### src/gsup_pkg.sv
// Constants, types and lookups shared by the bus device general supervisor.
// Assumes a single 200 MHz system clock; all timing is derived from a one-second tick.
package gsup_pkg;

    localparam int unsigned SYS_CLK_HZ  = 200_000_000;
    localparam int unsigned TICK_S      = 1;
    localparam int unsigned TICK_CYCLES = TICK_S * SYS_CLK_HZ;
    localparam int unsigned N_LED_DEF   = 28;

    // Register byte offsets on the bus.
    localparam logic [3:0] ADR_CFG  = 4'h0;
    localparam logic [3:0] ADR_LIM  = 4'h4;
    localparam logic [3:0] ADR_STAT = 4'h8;

    // Field positions of the configuration register.
    localparam int unsigned CFG_DLY_LSB  = 0;
    localparam int unsigned CFG_ALV_EN   = 8;
    localparam int unsigned CFG_ALV_VAL  = 9;
    localparam int unsigned CFG_UNIT_LSB = 10;
    localparam int unsigned CFG_LIM_EN   = 12;
    localparam int unsigned CFG_PER_LSB  = 13;
    localparam int unsigned CFG_REQ_EN   = 17;
    localparam int unsigned CFG_TRIG_LSB = 18;
    localparam int unsigned CFG_LED_LSB  = 20;
    // Field positions of the limit register.
    localparam int unsigned LIM_MULT_LSB = 0;
    localparam int unsigned LIM_NUM_LSB  = 8;
    // Field positions of the status register.
    localparam int unsigned STA_ACTIVE   = 0;
    localparam int unsigned STA_SAVING   = 1;
    localparam int unsigned STA_SENT_LSB = 2;
    localparam int unsigned STA_HOLD     = 10;

    // Reset values: delay 1 s, unit minute, period 1 minute, trigger On; multiplier 1, limit 10.
    localparam logic [31:0] RST_CFG  = 32'h0004_8401;
    localparam logic [31:0] RST_LIM  = 32'h0000_0a01;
    localparam logic [31:0] MASK_CFG = 32'h007f_ffff;
    localparam logic [31:0] MASK_LIM = 32'h0000_ffff;

    localparam logic [16:0] SEC_PER_MIN  = 17'h0003c;
    localparam logic [16:0] SEC_PER_HOUR = 17'h00e10;
    localparam logic [16:0] SEC_PER_DAY  = 17'h15180;

    localparam logic [1:0] KIND_APP    = 2'h0;
    localparam logic [1:0] KIND_ALIVE  = 2'h1;
    localparam logic [1:0] KIND_STATUS = 2'h2;
    localparam logic [1:0] TRIG_OFF    = 2'h0;
    localparam logic [1:0] TRIG_ON     = 2'h1;
    localparam logic [3:0] LED_CODE_OFS = 4'h3;

    typedef enum logic [1:0] {
        GSUP_WAIT = 2'b01,
        GSUP_RUN  = 2'b10
    } gsup_state_t;

    // Period code to seconds: 1, 5, 10, 30 s, then 1, 5, 10, 30, 60 min.
    function automatic logic [16:0] gsup_period_secs(input logic [3:0] code);
        unique case (code)
            4'h0:    return 17'h00001;
            4'h1:    return 17'h00005;
            4'h2:    return 17'h0000a;
            4'h3:    return 17'h0001e;
            4'h4:    return 17'h0003c;
            4'h5:    return 17'h0012c;
            4'h6:    return 17'h00258;
            4'h7:    return 17'h00708;
            default: return 17'h00e10;
        endcase
    endfunction

    function automatic logic [16:0] gsup_unit_secs(input logic [1:0] unit);
        unique case (unit)
            2'h0:    return 17'h00001;
            2'h1:    return SEC_PER_MIN;
            2'h2:    return SEC_PER_HOUR;
            default: return SEC_PER_DAY;
        endcase
    endfunction

endpackage

### src/gsup_top.sv
// Bus device general supervisor: startup hold-off, alive telegram, telegram limiter,
// status request trigger and LED power saving, configured over classic Wishbone.
// Assumes all inputs are synchronous to sys_clk and arst_n is asserted on bus voltage return.
//
// The placing of the registers and register access over Wishbone were left to the implementer.
`timescale 1ns/1ps
module gsup_top #(
    parameter int unsigned TICK_CYCLES = gsup_pkg::TICK_CYCLES,
    parameter int unsigned N_LED       = gsup_pkg::N_LED_DEF
) (
    input  wire logic             sys_clk,
    input  wire logic             arst_n,
    input  wire logic             wb_cyc_i,
    input  wire logic             wb_stb_i,
    input  wire logic             wb_we_i,
    input  wire logic [3:0]       wb_adr_i,
    input  wire logic [3:0]       wb_sel_i,
    input  wire logic [31:0]      wb_dat_i,
    output logic      [31:0]      wb_dat_o,
    output logic                  wb_ack_o,
    input  wire logic             app_valid,
    input  wire logic [7:0]       app_code,
    output logic                  app_ready,
    output logic                  tel_valid,
    output logic      [1:0]       tel_kind,
    output logic      [7:0]       tel_code,
    input  wire logic             tel_ready,
    input  wire logic             req_valid,
    input  wire logic             req_value,
    input  wire logic             btn_press,
    input  wire logic [N_LED-1:0] led_in,
    output logic      [N_LED-1:0] led_out,
    output logic                  active
);

    gsup_pkg::gsup_state_t state, next_state;
    logic [27:0]  tick_cnt, next_tick_cnt;
    logic [7:0]   boot_cnt, next_boot_cnt;
    logic [31:0]  cfg, next_cfg;
    logic [31:0]  lim, next_lim;
    logic [31:0]  next_wb_dat_o;
    logic         next_wb_ack_o;
    logic [16:0]  unit_cnt, next_unit_cnt;
    logic [7:0]   mult_cnt, next_mult_cnt;
    logic [16:0]  per_cnt, next_per_cnt;
    logic [16:0]  led_cnt, next_led_cnt;
    logic [7:0]   sent_cnt, next_sent_cnt;
    logic         alive_pend, next_alive_pend;
    logic         stat_pend, next_stat_pend;
    logic         saving, next_saving;
    logic         next_app_ready, next_tel_valid;
    logic [1:0]   next_tel_kind;
    logic [7:0]   next_tel_code;
    logic [N_LED-1:0] next_led_out;

    logic         tick, run, boundary, allow, free, load_app, load_int, match, alive_fire;
    logic [7:0]   lim_eff;
    logic [3:0]   led_code;

    wire logic [7:0] cfg_delay = cfg[gsup_pkg::CFG_DLY_LSB +: 8];
    wire logic       alive_en  = cfg[gsup_pkg::CFG_ALV_EN];
    wire logic       alive_val = cfg[gsup_pkg::CFG_ALV_VAL];
    wire logic [1:0] alive_unit = cfg[gsup_pkg::CFG_UNIT_LSB +: 2];
    wire logic       lim_en    = cfg[gsup_pkg::CFG_LIM_EN];
    wire logic [3:0] lim_per   = cfg[gsup_pkg::CFG_PER_LSB +: 4];
    wire logic       req_en    = cfg[gsup_pkg::CFG_REQ_EN];
    wire logic [1:0] req_trig  = cfg[gsup_pkg::CFG_TRIG_LSB +: 2];
    wire logic [2:0] led_sel   = cfg[gsup_pkg::CFG_LED_LSB +: 3];
    wire logic [7:0] alive_mult = lim[gsup_pkg::LIM_MULT_LSB +: 8];
    wire logic [7:0] lim_num   = lim[gsup_pkg::LIM_NUM_LSB +: 8];

    always_comb begin
        // Register bus: one wait state, any unmapped word reads zero and acks.
        next_cfg      = cfg;
        next_lim      = lim;
        next_wb_ack_o = wb_cyc_i && wb_stb_i && !wb_ack_o;
        next_wb_dat_o = 32'h0000_0000;
        if (next_wb_ack_o) begin
            for (int b = 0; b < 4; b++) begin
                if (wb_we_i && wb_sel_i[b] && wb_adr_i == gsup_pkg::ADR_CFG) begin
                    next_cfg[8*b +: 8] = wb_dat_i[8*b +: 8] & gsup_pkg::MASK_CFG[8*b +: 8];
                end
                if (wb_we_i && wb_sel_i[b] && wb_adr_i == gsup_pkg::ADR_LIM) begin
                    next_lim[8*b +: 8] = wb_dat_i[8*b +: 8] & gsup_pkg::MASK_LIM[8*b +: 8];
                end
            end
            unique case (wb_adr_i)
                gsup_pkg::ADR_CFG:  next_wb_dat_o = cfg;
                gsup_pkg::ADR_LIM:  next_wb_dat_o = lim;
                gsup_pkg::ADR_STAT: next_wb_dat_o = {21'h0, !app_ready && app_valid && run, sent_cnt,
                                                     saving, active};
                default:            next_wb_dat_o = 32'h0000_0000;
            endcase
        end

        // Common one-second tick.
        tick          = tick_cnt == 28'(TICK_CYCLES - 1);
        next_tick_cnt = tick ? 28'h0 : tick_cnt + 28'h1;

        // Startup hold-off counted in whole seconds from bus voltage return.
        next_state    = state;
        next_boot_cnt = boot_cnt;
        unique case (state)
            gsup_pkg::GSUP_WAIT: begin
                if (boot_cnt >= cfg_delay) begin
                    next_state = gsup_pkg::GSUP_RUN;
                end else if (tick) begin
                    next_boot_cnt = boot_cnt + 8'h1;
                end
            end
            gsup_pkg::GSUP_RUN: next_state = gsup_pkg::GSUP_RUN;
        endcase
        run = state == gsup_pkg::GSUP_RUN;

        // Alive timer: unit seconds, then multiplier units; first telegram at startup end.
        next_unit_cnt   = unit_cnt;
        next_mult_cnt   = mult_cnt;
        next_alive_pend = alive_pend && alive_en;
        alive_fire      = 1'b0;
        if (!run || !alive_en) begin
            next_unit_cnt = 17'h0;
            next_mult_cnt = 8'h0;
            next_alive_pend = alive_en && next_state == gsup_pkg::GSUP_RUN && !run;
        end else if (tick) begin
            if (unit_cnt >= gsup_pkg::gsup_unit_secs(alive_unit) - 17'h1) begin
                next_unit_cnt = 17'h0;
                if (mult_cnt + 8'h1 >= alive_mult) begin
                    next_mult_cnt   = 8'h0;
                    alive_fire      = 1'b1;
                    next_alive_pend = 1'b1;
                end else begin
                    next_mult_cnt = mult_cnt + 8'h1;
                end
            end else begin
                next_unit_cnt = unit_cnt + 17'h1;
            end
        end

        // Limiter period; a zero limit is treated as one so traffic never stops for good.
        lim_eff  = (lim_num == 8'h0) ? 8'h1 : lim_num;
        boundary = lim_en && run && tick && per_cnt >= gsup_pkg::gsup_period_secs(lim_per) - 17'h1;
        if (!lim_en || !run || boundary) begin
            next_per_cnt = 17'h0;
        end else begin
            next_per_cnt = tick ? per_cnt + 17'h1 : per_cnt;
        end
        allow = run && (!lim_en || sent_cnt < lim_eff);
        free  = !tel_valid || tel_ready;

        // Status request match.
        unique case (req_trig)
            gsup_pkg::TRIG_OFF: match = !req_value;
            gsup_pkg::TRIG_ON:  match = req_value;
            default:            match = 1'b1;
        endcase
        next_stat_pend = stat_pend || (req_valid && req_en && match && run);

        // Issue: held application telegrams go before internal ones to keep their order.
        load_app       = app_valid && app_ready;
        load_int       = !load_app && free && allow && (alive_pend || stat_pend);
        next_tel_valid = tel_valid && !tel_ready;
        next_tel_kind  = tel_kind;
        next_tel_code  = tel_code;
        if (load_app) begin
            next_tel_valid = 1'b1;
            next_tel_kind  = gsup_pkg::KIND_APP;
            next_tel_code  = app_code;
        end else if (load_int && alive_pend) begin
            next_tel_valid  = 1'b1;
            next_tel_kind   = gsup_pkg::KIND_ALIVE;
            next_tel_code   = {7'h0, alive_val};
            // An expiry in the issuing cycle stays pending, so no interval is lost.
            next_alive_pend = alive_fire;
        end else if (load_int) begin
            next_tel_valid = 1'b1;
            next_tel_kind  = gsup_pkg::KIND_STATUS;
            next_tel_code  = 8'h00;
            // A request arriving in the issuing cycle wins over the clear.
            next_stat_pend = req_valid && req_en && match && run;
        end
        // Follows the enable as it is written, so the count is never stale once limiting is off.
        if (!next_cfg[gsup_pkg::CFG_LIM_EN]) begin
            next_sent_cnt = 8'h0;
        end else if (boundary) begin
            next_sent_cnt = {7'h0, load_app || load_int};
        end else begin
            next_sent_cnt = sent_cnt + {7'h0, load_app || load_int};
        end
        // Back-pressure holds excess application telegrams at the source until the next period.
        next_app_ready = next_state == gsup_pkg::GSUP_RUN && !next_tel_valid
                         && (!lim_en || next_sent_cnt < lim_eff);

        // LED power saving idle timer.
        led_code     = {1'b0, led_sel} + gsup_pkg::LED_CODE_OFS;
        next_led_cnt = led_cnt;
        next_saving  = saving;
        if (btn_press || led_sel == 3'h0 || led_sel > 3'h5) begin
            next_led_cnt = 17'h0;
            next_saving  = 1'b0;
        end else if (tick && !saving) begin
            if (led_cnt >= gsup_pkg::gsup_period_secs(led_code) - 17'h1) begin
                next_saving = 1'b1;
            end else begin
                next_led_cnt = led_cnt + 17'h1;
            end
        end
        next_led_out = next_saving ? '0 : led_in;
    end

    always_ff @(posedge sys_clk or negedge arst_n) begin
        if (!arst_n) begin
            state      <= gsup_pkg::GSUP_WAIT;
            tick_cnt   <= 28'h0;
            boot_cnt   <= 8'h0;
            cfg        <= gsup_pkg::RST_CFG;
            lim        <= gsup_pkg::RST_LIM;
            wb_dat_o   <= 32'h0000_0000;
            wb_ack_o   <= 1'b0;
            unit_cnt   <= 17'h0;
            mult_cnt   <= 8'h0;
            per_cnt    <= 17'h0;
            led_cnt    <= 17'h0;
            sent_cnt   <= 8'h0;
            alive_pend <= 1'b0;
            stat_pend  <= 1'b0;
            saving     <= 1'b0;
            app_ready  <= 1'b0;
            tel_valid  <= 1'b0;
            tel_kind   <= gsup_pkg::KIND_APP;
            tel_code   <= 8'h00;
            led_out    <= '0;
            active     <= 1'b0;
        end else begin
            state      <= next_state;
            tick_cnt   <= next_tick_cnt;
            boot_cnt   <= next_boot_cnt;
            cfg        <= next_cfg;
            lim        <= next_lim;
            wb_dat_o   <= next_wb_dat_o;
            wb_ack_o   <= next_wb_ack_o;
            unit_cnt   <= next_unit_cnt;
            mult_cnt   <= next_mult_cnt;
            per_cnt    <= next_per_cnt;
            led_cnt    <= next_led_cnt;
            sent_cnt   <= next_sent_cnt;
            alive_pend <= next_alive_pend;
            stat_pend  <= next_stat_pend;
            saving     <= next_saving;
            app_ready  <= next_app_ready;
            tel_valid  <= next_tel_valid;
            tel_kind   <= next_tel_kind;
            tel_code   <= next_tel_code;
            led_out    <= next_led_out;
            active     <= next_state == gsup_pkg::GSUP_RUN;
        end
    end
endmodule // gsup_top

### config.mk
export PLATFORM = sky130hd
export DESIGN_NAME = gsup_top
export DESIGN_NICKNAME = d
export VERILOG_FILES = /design/src/gsup_pkg.sv /design/src/gsup_top.sv
export SDC_FILE = /design/constraint.sdc
export NUM_CORES = 1
export LEC_CHECK = 0
export ABC_AREA = 0
export BUFFER_PORTS_ARGS = -buffer_cell sky130_fd_sc_hd__buf_4
export CORE_UTILIZATION = 35
export CTS_BUF_LIST = sky130_fd_sc_hd__clkbuf_16
export DETAILED_ROUTE_END_ITERATION = 10
export PLACE_DENSITY_LB_ADDON = 0.1
export RECOVER_POWER = 25
export SETUP_SLACK_MARGIN = 0.3
export SLEW_MARGIN = 5
export SYNTH_ARGS = -nofsm -noshare
export SYNTH_HDL_FRONTEND = slang
export SYNTH_SLANG_ARGS = --single-unit
### constraint.sdc
create_clock -name sys_clk -period 5.1 [get_ports sys_clk]
set_input_delay 0.51 -clock sys_clk [delete_from_list [all_inputs] [get_ports sys_clk]]
set_output_delay 0.51 -clock sys_clk [all_outputs]
set_load 0.02 [all_outputs]
Yosys cells after proc, flatten, opt, wreduce, memory -nomap -nowiden
Memory sizes are Yosys's and may differ from the RTL's.
Index checks and enable logic that the tools add are counted.
- output and inout port bits: 74
- bits in writable memories: 0
- input port bits: 86
- flip-flop bits (word level): 221
- memory bits (read-only): 160
- bits in latches: 0
- memories kept: 2
- equality and inequality tests: 10
- shift-type cells: 0
- reduce and logical (&&, ||, !) cells: 71
- $add $sub $neg: 11
- multiplexer cells: 57
- bitwise operators: 1
- magnitude comparators: 8
- div/mod/pow operators: 0
- $mul: 0
- memory list (memory ; words ; width ; read ports ; clocked after memory_dff ; write ports ; RTL line ; RTL):
    (no name shown) ; 8 ; 10 ; 1 ; 0 ; 0 ; gsup_pkg.sv:58 ; unique case (code)
    (no name shown) ; 8 ; 10 ; 1 ; 0 ; 0 ; gsup_pkg.sv:58 ;
- operator list (kind ; number):
    $mux W17 ; 14
    $mux W8 ; 11
    $pmux W23 S3 ; 1
    $mux W28 ; 2
    $add A17 B1 Y17 const B ; 3
    $ge A17 B17 Y1 ; 3
    $pmux W17 S3 ; 1
    $sub A17 B1 Y17 const B ; 3
    $mux W32 ; 1
    $logic_and A1 B1 Y1 ; 31
    $add A28 B1 Y28 const B ; 1
    $eq A28 B28 Y1 const B ; 1
    $mux W1 ; 19
    $add A8 B1 Y8 const B ; 2
    $ge A8 B8 Y1 ; 2
    $lt A8 B8 Y1 ; 2
    $reduce_and A2 Y1 ; 7
    $mux W13 ; 1
    $logic_not A1 Y1 ; 11
    $logic_or A1 B1 Y1 ; 11
    $add A8 B1 Y8 ; 1
    $logic_not A8 Y1 ; 1
    $mux W2 ; 4
    $reduce_bool A2 Y1 ; 4
    other kinds (16) ; 21

Longest topological paths before layout
Gate-level depths: netlist of run 1.
- depth after elaboration: 14
- mapped depth: 23

Least setup slack after synthesis of run 1
Ideal clock, no wire load.
- kind: reg2reg
- start: register cfg[15]
- end: register app_ready
- cell stages (with the launch flop): 21
- setup slack: 258 ps
- setup time: 101 ps
- arrival time: 4741 ps
- period minus slack after synthesis: 4842 ps
- path through: dfstp_2 clkbuf_1 or3_1 ha_1 nand2_1 or3_1 a21boi_0 ha_1 nand4_1 or3_1 o211ai_1 a31oi_1 nor3_1 or2_2 clkbuf_1 nor2_1 ha_1 and3_1 a221o_1 a32o_1 nor4_1
- word-level cells in the longest chain between the ends: 10
- RTL lines (element ; RTL line ; RTL):
    start, declared ; gsup_top.sv:39 ; logic [31:0] cfg, next_cfg;
    start signal, assigned ; gsup_top.sv:215 ; cfg <= gsup_pkg::RST_CFG;
    start signal, assigned ; gsup_top.sv:237 ; cfg <= next_cfg;
    $mem_v2 Z8 W10 ; - ;
    $mux W17 ; gsup_pkg.sv:58 ;
    $sub A17 B1 Y17 ; gsup_top.sv:141 ; boundary = lim_en && run && tick && per_cnt >= gsup_pkg::gsup_period_secs(lim_per) - 17'h1;
    $ge A17 B17 Y1 ; gsup_top.sv:141 ;
    $logic_and A1 B1 Y1 ; gsup_top.sv:141 ;
    $mux W8 ; gsup_top.sv:184 ; end else if (boundary) begin
    $mux W8 ; gsup_top.sv:182 ; if (!next_cfg[gsup_pkg::CFG_LIM_EN]) begin
    via next_sent_cnt[3] ; gsup_top.sv:47 ; logic [7:0] sent_cnt, next_sent_cnt;
    $lt A8 B8 Y1 ; gsup_top.sv:191 ; && (!lim_en || next_sent_cnt < lim_eff);
    $logic_or A1 B1 Y1 ; gsup_top.sv:191 ;
    $logic_and A1 B1 Y1 ; gsup_top.sv:191 ;
    via next_app_ready ; gsup_top.sv:51 ; logic next_app_ready, next_tel_valid;
    end signal, assigned ; gsup_top.sv:249 ; app_ready <= next_app_ready;
    end, declared ; gsup_top.sv:23 ; output logic app_ready,
The timed path passes the listed nets, and every way through them passes these cells.
A chain may end at the register's enable or synchronous reset.

Worst setup path in the final report of run 1
Same ends and word-level chain as after synthesis.

==> out/qor.txt, run 1 <==
status: finished with violations
violated checks: max-capacitance violations, max-slew violations
Static Leak: 6.528 nW
Ports: 160
Crit path required time: 5530 ps
RePlAce Congestion: 0.8708
Mean Syn Cell Area: 9.922 um^2
Vias/cell: 5.116
synth unique cells: 70
drt pass-1 iters: 5
leading area contributor after synthesis: dfrtp_1
Rel. slew slack: -79.08%
post-route insts no fill: 1,809
Initial Utilization: 35.92%
WP buf/inv: 0
Synth Register Bits: 212
number of synthesis warnings: 0
CTS tree: done
DR WL/cell: 16.41 um
share of cells above drive strength 1: 21.07%
drt total wl: 29,680 um
number of cell rows: 66
commonest non-fill, non-tap cell in the layout: dfrtp_1
commonest cells after routing, fill and taps aside: dfrtp_1, buf_4, nor2_1, ha_1, nand2_1
# setup viols final: 0
Remaining DRCs: 0
Final Critical Period: 4625 ps
Top FF cell, synth: dfrtp_1
cell family with most CP delay: simple AND/OR/NAND/NOR gates
Critical Path Fanout Max: 8
Cells after Synth: 1,187
antenna violations before repair: 0
root buf cell: clkbuf_16
Post-synth EDFFs: 0
RSZ-0062 raised after global routing: true
Nets: 1,529
Clock Skew: 9.997 ps
vias in the first global route: 9,165
Post-CTS Hold Fix Bufs: 0
Area growth syn-to-layout: 21.71%
Register-to-Register Path Depth: 18
Hold Path Cell Cnt: 3
Post-DP HPWL: 21,040 um
largest cells by area after synthesis: dfrtp_1, ha_1, mux2_2
final max-slew violation count: 215
Worst Path Class, Setup: reg -> reg
Crit. End Element: flop
Worst Hold End: tel_code[3]
largest net degree at the start of global routing: 111
WP depth: 18
CTS max path bufs: 3
Placement Setup Slack: 223.0 ps
Iter 0 DRT Violations: 393
via count: 9,254
Final Hold Viols: 0
Power Density: 289.9 nW/um^2
die height: 185.4 um
CP Data Arrival Time: 5050 ps
Max VDD drop: 207.8 uV
Worst Hold Margin: 177.4 ps
proportion of synthesized flip-flops having asynchronous set or reset: 100.0%
H-tree level count: 1
Worst-Skew Late Latency: 530 ps
CORE AREA: 32,780 um^2
worst-margin pin slew: 2686 ps
Die X: 185.4 um
fillers: 3,202
critical-path cell list: or3_4, ha_4, nand2_4, or3_4, a21boi_2, ha_1, nand4_1, or3_1, o211ai_1, a31oi_2, nor3_2, or2_4, nor2_1, ha_1, and3_4, a221o_1, a32o_2, nor4_2
CP startpoint kind: flop
Max-Cap Viols: 2
Inst Count DP: 1,752
input/output buffers: 140
final antenna-violating net count: 0
fmax: 216.2 MHz
Final period util: 90.68%
Num CTS Buffers: 26
total power: 4.156 mW
CP max-delay cell: dfstp_2
reg-to-reg startpoint: cfg[15]
share of the synthesized area in the top cell type: 43.34%
Global Route Usage Sum: 17.49%
Clock Pin Slew Worst Setup and Hold Paths: 60 ps
post-synthesis cell area: 11,780 um^2
reg-to-reg setup timing slack: 480 ps
Die ar.: 34,390 um^2
crit path launch: cfg[15]
# diodes: 0
max incr delay on CP: 630 ps
first-pass GRT wire length: 48,120 um
launch point of the worst hold path: app_code[3]
reg2reg end: app_ready
sequential area share after synthesis: 45.13%
Hold Crit Class: in -> reg
TNS Setup: 0 ps
gr ovfl total: 0
crit path setup slack, layout: 475.4 ps
clock sink total: 212
[cells in the mapped netlist, drive strengths merged, types with 4 or more instances]
cell type    n
a222oi      10
nor4b        8
xnor2       47
and2         7
nor3        22
or2          4
a21o        11
or4          4
o21a         6
or3         15
nand4       29
nand2b      14
a2111oi      7
mux2i        8
a21oi       45
o211ai       6
dfstp        8
clkbuf      35
xor2        20
and3        57
and4         6
inv         61
buf         15
a22oi        6
nand3       70
nor2       103
ha          95
nor4        13
mux2        41
dfrtp      204
o31ai        7
o21ai       50
nor2b       10
a211oi      12
nand2       95
[per-layer routing]
| layer | routed length (um) | part of all wire, % | GRT usage (%) |
|---|---|---|---|
| met1 | 13620 | 46 | 23.20 |
| met2 | 14010 | 47 | 29.29 |
| met3 | 1498 | 5.0 | 3.343 |
| met4 | 556 | 1.9 | 3.967 |
| met5 | 0 | 0 | 0 |
[metrics by stage]
step	utilization [%]	cell area, um^2
after global placement	40.79	13370
final	43.73	14340
after floorplan	-	11850
after detailed placement	40.79	13370
after CTS	43.39	14220
after global routing	43.73	14340
[worst register-to-register path, stage by stage (launching register included)]
cell and delay, ps:
dfstp_2 630, or3_4 160, ha_4 140, nand2_4 60, or3_4 330, a21boi_2 160
ha_1 320, nand4_1 120, or3_1 320, o211ai_1 280, a31oi_2 180, nor3_2 280
or2_4 200, nor2_1 70, ha_1 290, and3_4 170, a221o_1 310, a32o_2 250
nor4_2 250
[kinds of logic (layout without fill, tap and decap cells)]
logic type                 Yosys count  after routing  synth area share (%)
DFF                                212            212                 45.13
and+or+nand+nor                    466            466                 20.67
muxes                               49             49                 4.600
AOI/OAI and AO/OA                  185            185                 10.44
adders and majority gates           95             95                 10.09
xor gates and xnor gates            67             67                 4.982
other                                2             19               0.06377
buffers and inverters              111            274                 4.016
[registers in the layout, indices dropped and copies added (netlist names), 16 cells and up]
register / flops
wb_dat_o: 23
led_out: 28
led_cnt: 17
lim: 16
cfg: 23
tick_cnt: 28
unit_cnt: 17
per_cnt: 17
[layout make-up]
class                      instances  area (um^2)  area share [%]
tap                              442        553.0           3.858
timing repair buffer             166         1240           8.650
sequential                       212         5318           37.10
multi-input combinational        881         6153           42.93
inverter                          61        229.0           1.597
clock inverter                    20        166.4           1.161
clock buffer                      27        675.6           4.713
[worst max path at each step]
stage                      endpoint
after floorplan           app_ready
after global placement    app_ready
after detailed placement  app_ready
after CTS                 app_ready
after global routing      app_ready
final                     app_ready
[repair_timing]
action | CTS | global route
buffers inserted | 0 | 10
setup endpoints to repair | 1 | 1
pin swaps | 1 | 19
gates resized for setup | 2 | 19
[power breakdown]
group	switching, mW	internal, mW	total [mW]
clock	0.721	1.10	1.82
sequential	0.0444	1.74	1.78
combinational	0.315	0.235	0.550
Power figures use the tool's default switching activity.
==> inputs of run 2 (changes only) <==
--- a/config.mk
+++ b/config.mk
@@ -11,7 +11,6 @@
 export CTS_BUF_LIST = sky130_fd_sc_hd__clkbuf_16
 export DETAILED_ROUTE_END_ITERATION = 10
 export PLACE_DENSITY_LB_ADDON = 0.1
-export RECOVER_POWER = 25
 export SETUP_SLACK_MARGIN = 0.3
 export SLEW_MARGIN = 5
 export SYNTH_ARGS = -nofsm -noshare
==> run 2 against run 1 <==
  * The run now ends clean
  * Global-route usage is the same
  * Largest cell class unchanged
  * Utilization grew 0.080 points
  * Highest routed layer unchanged
  * Combinational power barely moved
  * Die area unchanged
  * Flip-flop and latch count stayed put
  * Via count increased by 0.16%
  * Non-clock buffer count stayed put
  * Largest power group unchanged
  * Clock power barely moved
==> out/qor.txt, run 2 (synthesis gave the netlist of run 1 again) <==
status: completed
first-pass GRT wire length: 48,120 um (unchanged)
Max-Cap Viols: 0 (-2)
Multi-input gate area: 6153 um^2 (unchanged)
combinational share of power: 13.3% (about the same)
Static Leak: 6.540 nW (+0.19%)
Clock Power Share: 43.9% (about the same)
number of cell rows: 66 (unchanged)
sequential share of power: 42.9% (about the same)
Die ar.: 34,390 um^2 (unchanged)
largest net degree at the start of global routing: 111 (unchanged)
die height: 185.4 um (unchanged)
Hold Crit Class: in -> async
Nets: 1,529 (unchanged)
Final Hold Viols: 0 (unchanged)
TNS Setup: 0 ps (unchanged)
Crit. End Element: flop
worst-margin pin slew: 976.2 ps (-1710 ps)
CP startpoint kind: flop
gr ovfl total: 0 (unchanged)
Worst Hold Margin: 4.869 ps (-172.5 ps)
post-layout util: 43.81% (+0.080 points)
H-tree level count: 1 (unchanged)
# diodes: 0 (unchanged)
Critical Path Fanout Max: 8 (unchanged)
CORE AREA: 32,780 um^2 (unchanged)
reg-to-reg setup timing slack: 480 ps (about the same)
drt total wl: 29,680 um (about the same)
antenna violations before repair: 0 (unchanged)
P_sw: 1.084 mW (+0.41%)
Initial Utilization: 35.92% (unchanged)
# setup viols final: 0 (unchanged)
Register-to-Register Path Depth: 18 (unchanged)
CP Data Arrival Time: 5050 ps (about the same)
Sw Ratio: 26.05% (+0.066 points)
Crit path required time: 5530 ps (about the same)
Remaining DRCs: 0 (unchanged)
commonest cells after routing, fill and taps aside: dfrtp_1, buf_4, nor2_1, ha_1, nand2_1
CP max-delay cell: dfstp_2
Clock Pin Slew Worst Setup and Hold Paths: 60 ps (about the same)
Final Critical Period: 4616 ps (-8.700 ps)
register area: 5318 um^2 (unchanged)
reg-to-reg startpoint: cfg[15]
input/output buffers: 140 (unchanged)
final antenna-violating net count: 0 (unchanged)
RSZ-0062 raised after global routing: true
Post-CTS Hold Fix Bufs: 0 (unchanged)
Worst Path Class, Setup: reg -> reg
vias in the first global route: 9,165 (unchanged)
fmax: 216.6 MHz (+0.19%)
final max-slew violation count: 0 (-100%)
share of cells above drive strength 1: 21.14% (+0.073 points)
Max VDD drop: 209.1 uV (+0.66%)
Final period util: 90.51% (-0.17 points)
Global Route Usage Sum: 17.49% (unchanged)
reg2reg end: app_ready
Vias/cell: 5.124 (+0.16%)
max incr delay on CP: 630 ps (about the same)
root buf cell: clkbuf_16
via count: 9,269 (+0.16%)
Num CTS Buffers: 26 (unchanged)
Rel. slew slack: 34.48% (+110 points)
DR WL/cell: 16.41 um (about the same)
Ports: 160 (unchanged)
critical-path cell list: or3_4, ha_4, nand2_4, or3_4, a21boi_2, ha_1, nand4_1, or3_1, o211ai_1, a31oi_2, nor3_2, or2_4, nor2_1, ha_1, and3_4, a221o_1, a32o_2, nor4_2
Post-DP HPWL: 21,040 um (unchanged)
Area growth syn-to-layout: 21.94%
Largest regs: led_out (28), tick_cnt (28)
Die X: 185.4 um (unchanged)
fillers: 3,199 (-0.094%)
RePlAce Congestion: 0.8708 (unchanged)
drt pass-1 iters: 5 (unchanged)
Iter 0 DRT Violations: 479 (+22%)
CTS max path bufs: 3 (unchanged)
total power: 4.162 mW (+0.16%)
internal power: 3.078 mW (about the same)
commonest non-fill, non-tap cell in the layout: dfrtp_1
Power Density: 289.8 nW/um^2 (about the same)
CTS tree: done
Clock Skew: 10.70 ps (+0.7043 ps)
clock sink total: 212 (unchanged)
Worst-Skew Late Latency: 530 ps (about the same)
## run 2: critical path: cells and delay by family (launching register included)
| kind | cells | cell delay [ps] |
|---|---|---|
| simple gates | 10 | 1960 |
| fa+ha+maj | 3 | 750 |
| compound gates | 5 | 1180 |
| flops | 1 | 630 |
## run 2: area by class of cell
class                      instances  share of cell area [%]
multi-input combinational        881                   42.85
sequential                       212                   37.03
timing repair buffer             166                   8.817
clock buffer                      27                   4.705
tap                              442                   3.851
inverter                          61                   1.594
clock inverter                    20                   1.159
## run 2: worst max path at each step
stage,startpoint,endpoint,slack [ps],cells after the start
floorplan,cfg[15],app_ready,330,20
global placement,cfg[15],app_ready,270,19
detailed placement,cfg[15],app_ready,220,19
CTS,cfg[15],app_ready,300,19
global route,cfg[15],app_ready,230,18
finish,cfg[15],app_ready,480,18
## run 2: power groups by stage
| stage | Sequential [mW] | Clock (mW) | Combinational, mW |
|---|---|---|---|
| final | 1.78 | 1.83 | 0.553 |
| after global routing | 1.79 | 1.94 | 0.619 |
| after CTS | 1.78 | 1.88 | 0.534 |
| after detailed placement | 1.81 | 0 | 0.530 |
| after global placement | 1.81 | 0 | 0.525 |
| after floorplan | 1.84 | 0 | 0.280 |
## run 2: metal layers
metal	part of all wire, %	vias to the layer above	GRT usage (%)
met4	1.9	0	3.967
li1	-	4563	-
met1	46	4474	23.20
met2	47	196	29.29
met5	0	-	0
met3	4.9	36	3.343
## run 2: repair_timing
action,CTS,global route
setup buffers,0,10
gates cloned,0,0
pin swaps,1,19
resized for setup,2,19
endpoints found under the setup margin,1,1
## run 2: through the flow
step           std cells  setup WS, ps  area [um^2]
2_1_floorplan       1204         330.7        11850
3_3_place_gp        1752         270.1        13370
3_5_place_dp        1752         223.0        13370
4_1_cts             1799         303.1        14220
5_1_grt             1809         229.7        14360
6_report            1809         484.1        14360
==> inputs of run 3 (changes only) <==
--- a/config.mk
+++ b/config.mk
@@ -8,7 +8,7 @@
 export ABC_AREA = 0
 export BUFFER_PORTS_ARGS = -buffer_cell sky130_fd_sc_hd__buf_4
 export CORE_UTILIZATION = 35
-export CTS_BUF_LIST = sky130_fd_sc_hd__clkbuf_16
+export CTS_CLUSTER_DIAMETER = 40
 export DETAILED_ROUTE_END_ITERATION = 10
 export PLACE_DENSITY_LB_ADDON = 0.1
 export SETUP_SLACK_MARGIN = 0.3
==> constraint.sdc (replaced) <==
create_clock -name sys_clk -period 5.7 [get_ports sys_clk]
set_input_delay 0.57 -clock sys_clk [delete_from_list [all_inputs] [get_ports sys_clk]]
set_output_delay 0.57 -clock sys_clk [all_outputs]
set_load 0.02 [all_outputs]
==> run 3 against run 2 <==
  * Die area unchanged
  * Setup slack improved by 280 ps
  * Utilization is 1.2 points higher
  * Sequential power is 10% lower
  * Global-route usage is 0.25 points higher
  * Critical path type unchanged
  * Wire length decreased by 0.63%
  * Worst hold slack improved by 100 ps
  * Count of clock-buffer cells in the layout increased by 20
==> out/qor.txt, run 3 (synthesis gave the netlist of run 1 again) <==
status: completed
drt total wl: 29,490 um (-0.63%)
dpl cell area: 13,340 um^2 (-0.24%)
Post-DP HPWL: 21,070 um (+0.11%)
clock sink total: 212 (unchanged)
CP startpoint kind: flop
Ports: 160 (unchanged)
worst-margin pin slew: 964.0 ps (-12.17 ps)
Area growth syn-to-layout: 25.30%
Largest regs: led_out (28), tick_cnt (28)
Multi-input gate area: 6085 um^2 (-1.1%)
Post-CTS Hold Fix Bufs: 0 (unchanged)
largest net degree at the start of global routing: 106 (-4.5%)
fin area: 14,760 um^2 (+2.8%)
commonest cells after routing, fill and taps aside: dfrtp_1, buf_4, nor2_1, ha_1, nand2_1
Nets: 1,531 (+0.13%)
gr ovfl total: 0 (unchanged)
RSZ-0062 raised after global routing: false
CTS tree: done
number of cell rows: 66 (unchanged)
combinational share of power: 10.2% (-3.1 points)
Final Hold Viols: 0 (unchanged)
Clock Pin Slew Worst Setup and Hold Paths: 50 ps (about the same)
via count: 9,301 (+0.35%)
die height: 185.4 um (unchanged)
antenna violations before repair: 0 (unchanged)
RePlAce Congestion: 0.8089 (-7.1%)
Worst Path Class, Setup: reg -> reg
CTS max path bufs: 3 (unchanged)
Crit. End Element: flop
register area: 5315 um^2 (about the same)
fillers: 3,192 (-0.22%)
root buf cell: clkbuf_16
commonest non-fill, non-tap cell in the layout: dfrtp_1
Num CTS Buffers: 40 (+54%)
Vias/cell: 5.099 (-0.48%)
Max-Cap Viols: 0 (unchanged)
H-tree level count: 2 (+1)
fmax: 202.5 MHz (-6.5%)
internal power: 3.393 mW (+10%)
DR WL/cell: 16.17 um (-1.5%)
Remaining DRCs: 0 (unchanged)
sequential share of power: 35.5% (-7.4 points)
CORE AREA: 32,780 um^2 (unchanged)
Global Route Usage Sum: 17.74% (+0.25 points)
Rel. slew slack: 35.30% (+0.82 points)
Max VDD drop: 163.2 uV (-22%)
input/output buffers: 140 (unchanged)
share of cells above drive strength 1: 21.49% (+0.35 points)
Hold Crit Class: in -> async
Final Critical Period: 4937 ps (+321.4 ps)
Power Density: 305.4 nW/um^2 (+5.4%)
Iter 0 DRT Violations: 510 (+6.5%)
# setup viols final: 0 (unchanged)
Clock Skew: 13.61 ps (+2.911 ps)
Critical Path Fanout Max: 12 (+4)
total power: 4.507 mW (+8.3%)
Clock Power Share: 54.3% (+10 points)
TNS Setup: 0 ps (unchanged)
CP Data Arrival Time: 5340 ps (+290 ps)
final antenna-violating net count: 0 (unchanged)
Placement Setup Slack: 552.9 ps (+329.9 ps)
first-pass GRT wire length: 48,730 um (+1.3%)
final max-slew violation count: 0 (unchanged)
Final period util: 86.62% (-3.9 points)
Initial Utilization: 35.92% (unchanged)
vias in the first global route: 9,387 (+2.4%)
Static Leak: 6.711 nW (+2.6%)
crit path setup slack, layout: 762.7 ps (+278.6 ps)
Crit path required time: 6100 ps (+570 ps)
Die X: 185.4 um (unchanged)
P_sw: 1.114 mW (+2.7%)
Worst-Skew Late Latency: 510 ps (-20 ps)
Die ar.: 34,390 um^2 (unchanged)
drt pass-1 iters: 5 (unchanged)
Sw Ratio: 24.72% (-1.3 points)
# diodes: 0 (unchanged)
## run 3: changes by cell type in the layout (fill, tap and decap cells not counted), sizes merged
cell,change
clkbuf,+20
buf,-12
clkinvlp,+5
bufinv,+3
clkinv,-2
inv,+1
## run 3: timing repair
item	CTS	global route
resized for setup	0	1
setup buffers	0	0
setup endpoints to repair	0	1
## run 3: worst paths after layout
path / startpoint / endpoint / slack (ps) / depth (start not counted)
min in group sys_clk: app_code[6] / tel_code[6] / 250 / 3
hold reg to reg: tick_cnt[8] / tick_cnt[8] / 460 / 1
hold / removal: arst_n / tel_code[3] / 100 / 1
setup reg to reg: cfg[15] / app_ready / 760 / 19
max in group asynchronous: arst_n / led_cnt[2] / 4210 / 2
setup / recovery: cfg[15] / app_ready / 760 / 19
## run 3: per-stage QoR
| step | std cells | util [%] | hold slack, ps |
|---|---|---|---|
| after detailed placement | 1750 | 40.69 | 462.0 |
| after CTS | 1824 | 45.00 | 149.1 |
| after floorplan | 1204 | - | 274.4 |
| after global routing | 1824 | 45.01 | 186.0 |
| final | 1824 | 45.01 | 104.9 |
| after global placement | 1750 | 40.69 | 462.6 |
## run 3: metal layers
layer / GRT usage (%) / vias up / share of wire, %
met3: 3.795 / 43 / 5.8
met1: 23.47 / 4465 / 46
met4: 5.455 / 0 / 1.9
met2: 28.84 / 220 / 47
met5: 0 / - / 0
li1: - / 4573 / -
## run 3: power by group through the flow
| stage | Sequential [mW] | Clock (mW) | Combinational (mW) |
|---|---|---|---|
| finish | 1.60 | 2.45 | 0.461 |
| global route | 1.61 | 2.58 | 0.519 |
| CTS | 1.60 | 2.51 | 0.468 |
| detailed placement | 1.62 | 0 | 0.466 |
| global placement | 1.62 | 0 | 0.463 |
| floorplan | 1.64 | 0 | 0.250 |
## run 3: layout make-up
type                       instances  area share, %
clock buffer                      47          7.377
clock inverter                    27          2.188
inverter                          61          1.552
multi-input combinational        881          41.23
sequential                       212          36.02
tap                              442          3.748
timing repair buffer             154          7.885
## run 3: critical path, cell delays in order (launching register included)
cell	delay [ps]
dfstp_2	630
nor2_1	90
nand2_1	120
ha_1	240
nand2_1	140
or3_1	350
a21boi_0	140
ha_1	330
nand4_1	100
or3_1	370
o211ai_1	170
a31oi_1	160
nor3_2	340
or2_2	260
nor2_1	90
ha_1	300
and3_1	190
a221o_1	340
a32o_1	250
nor4_1	200
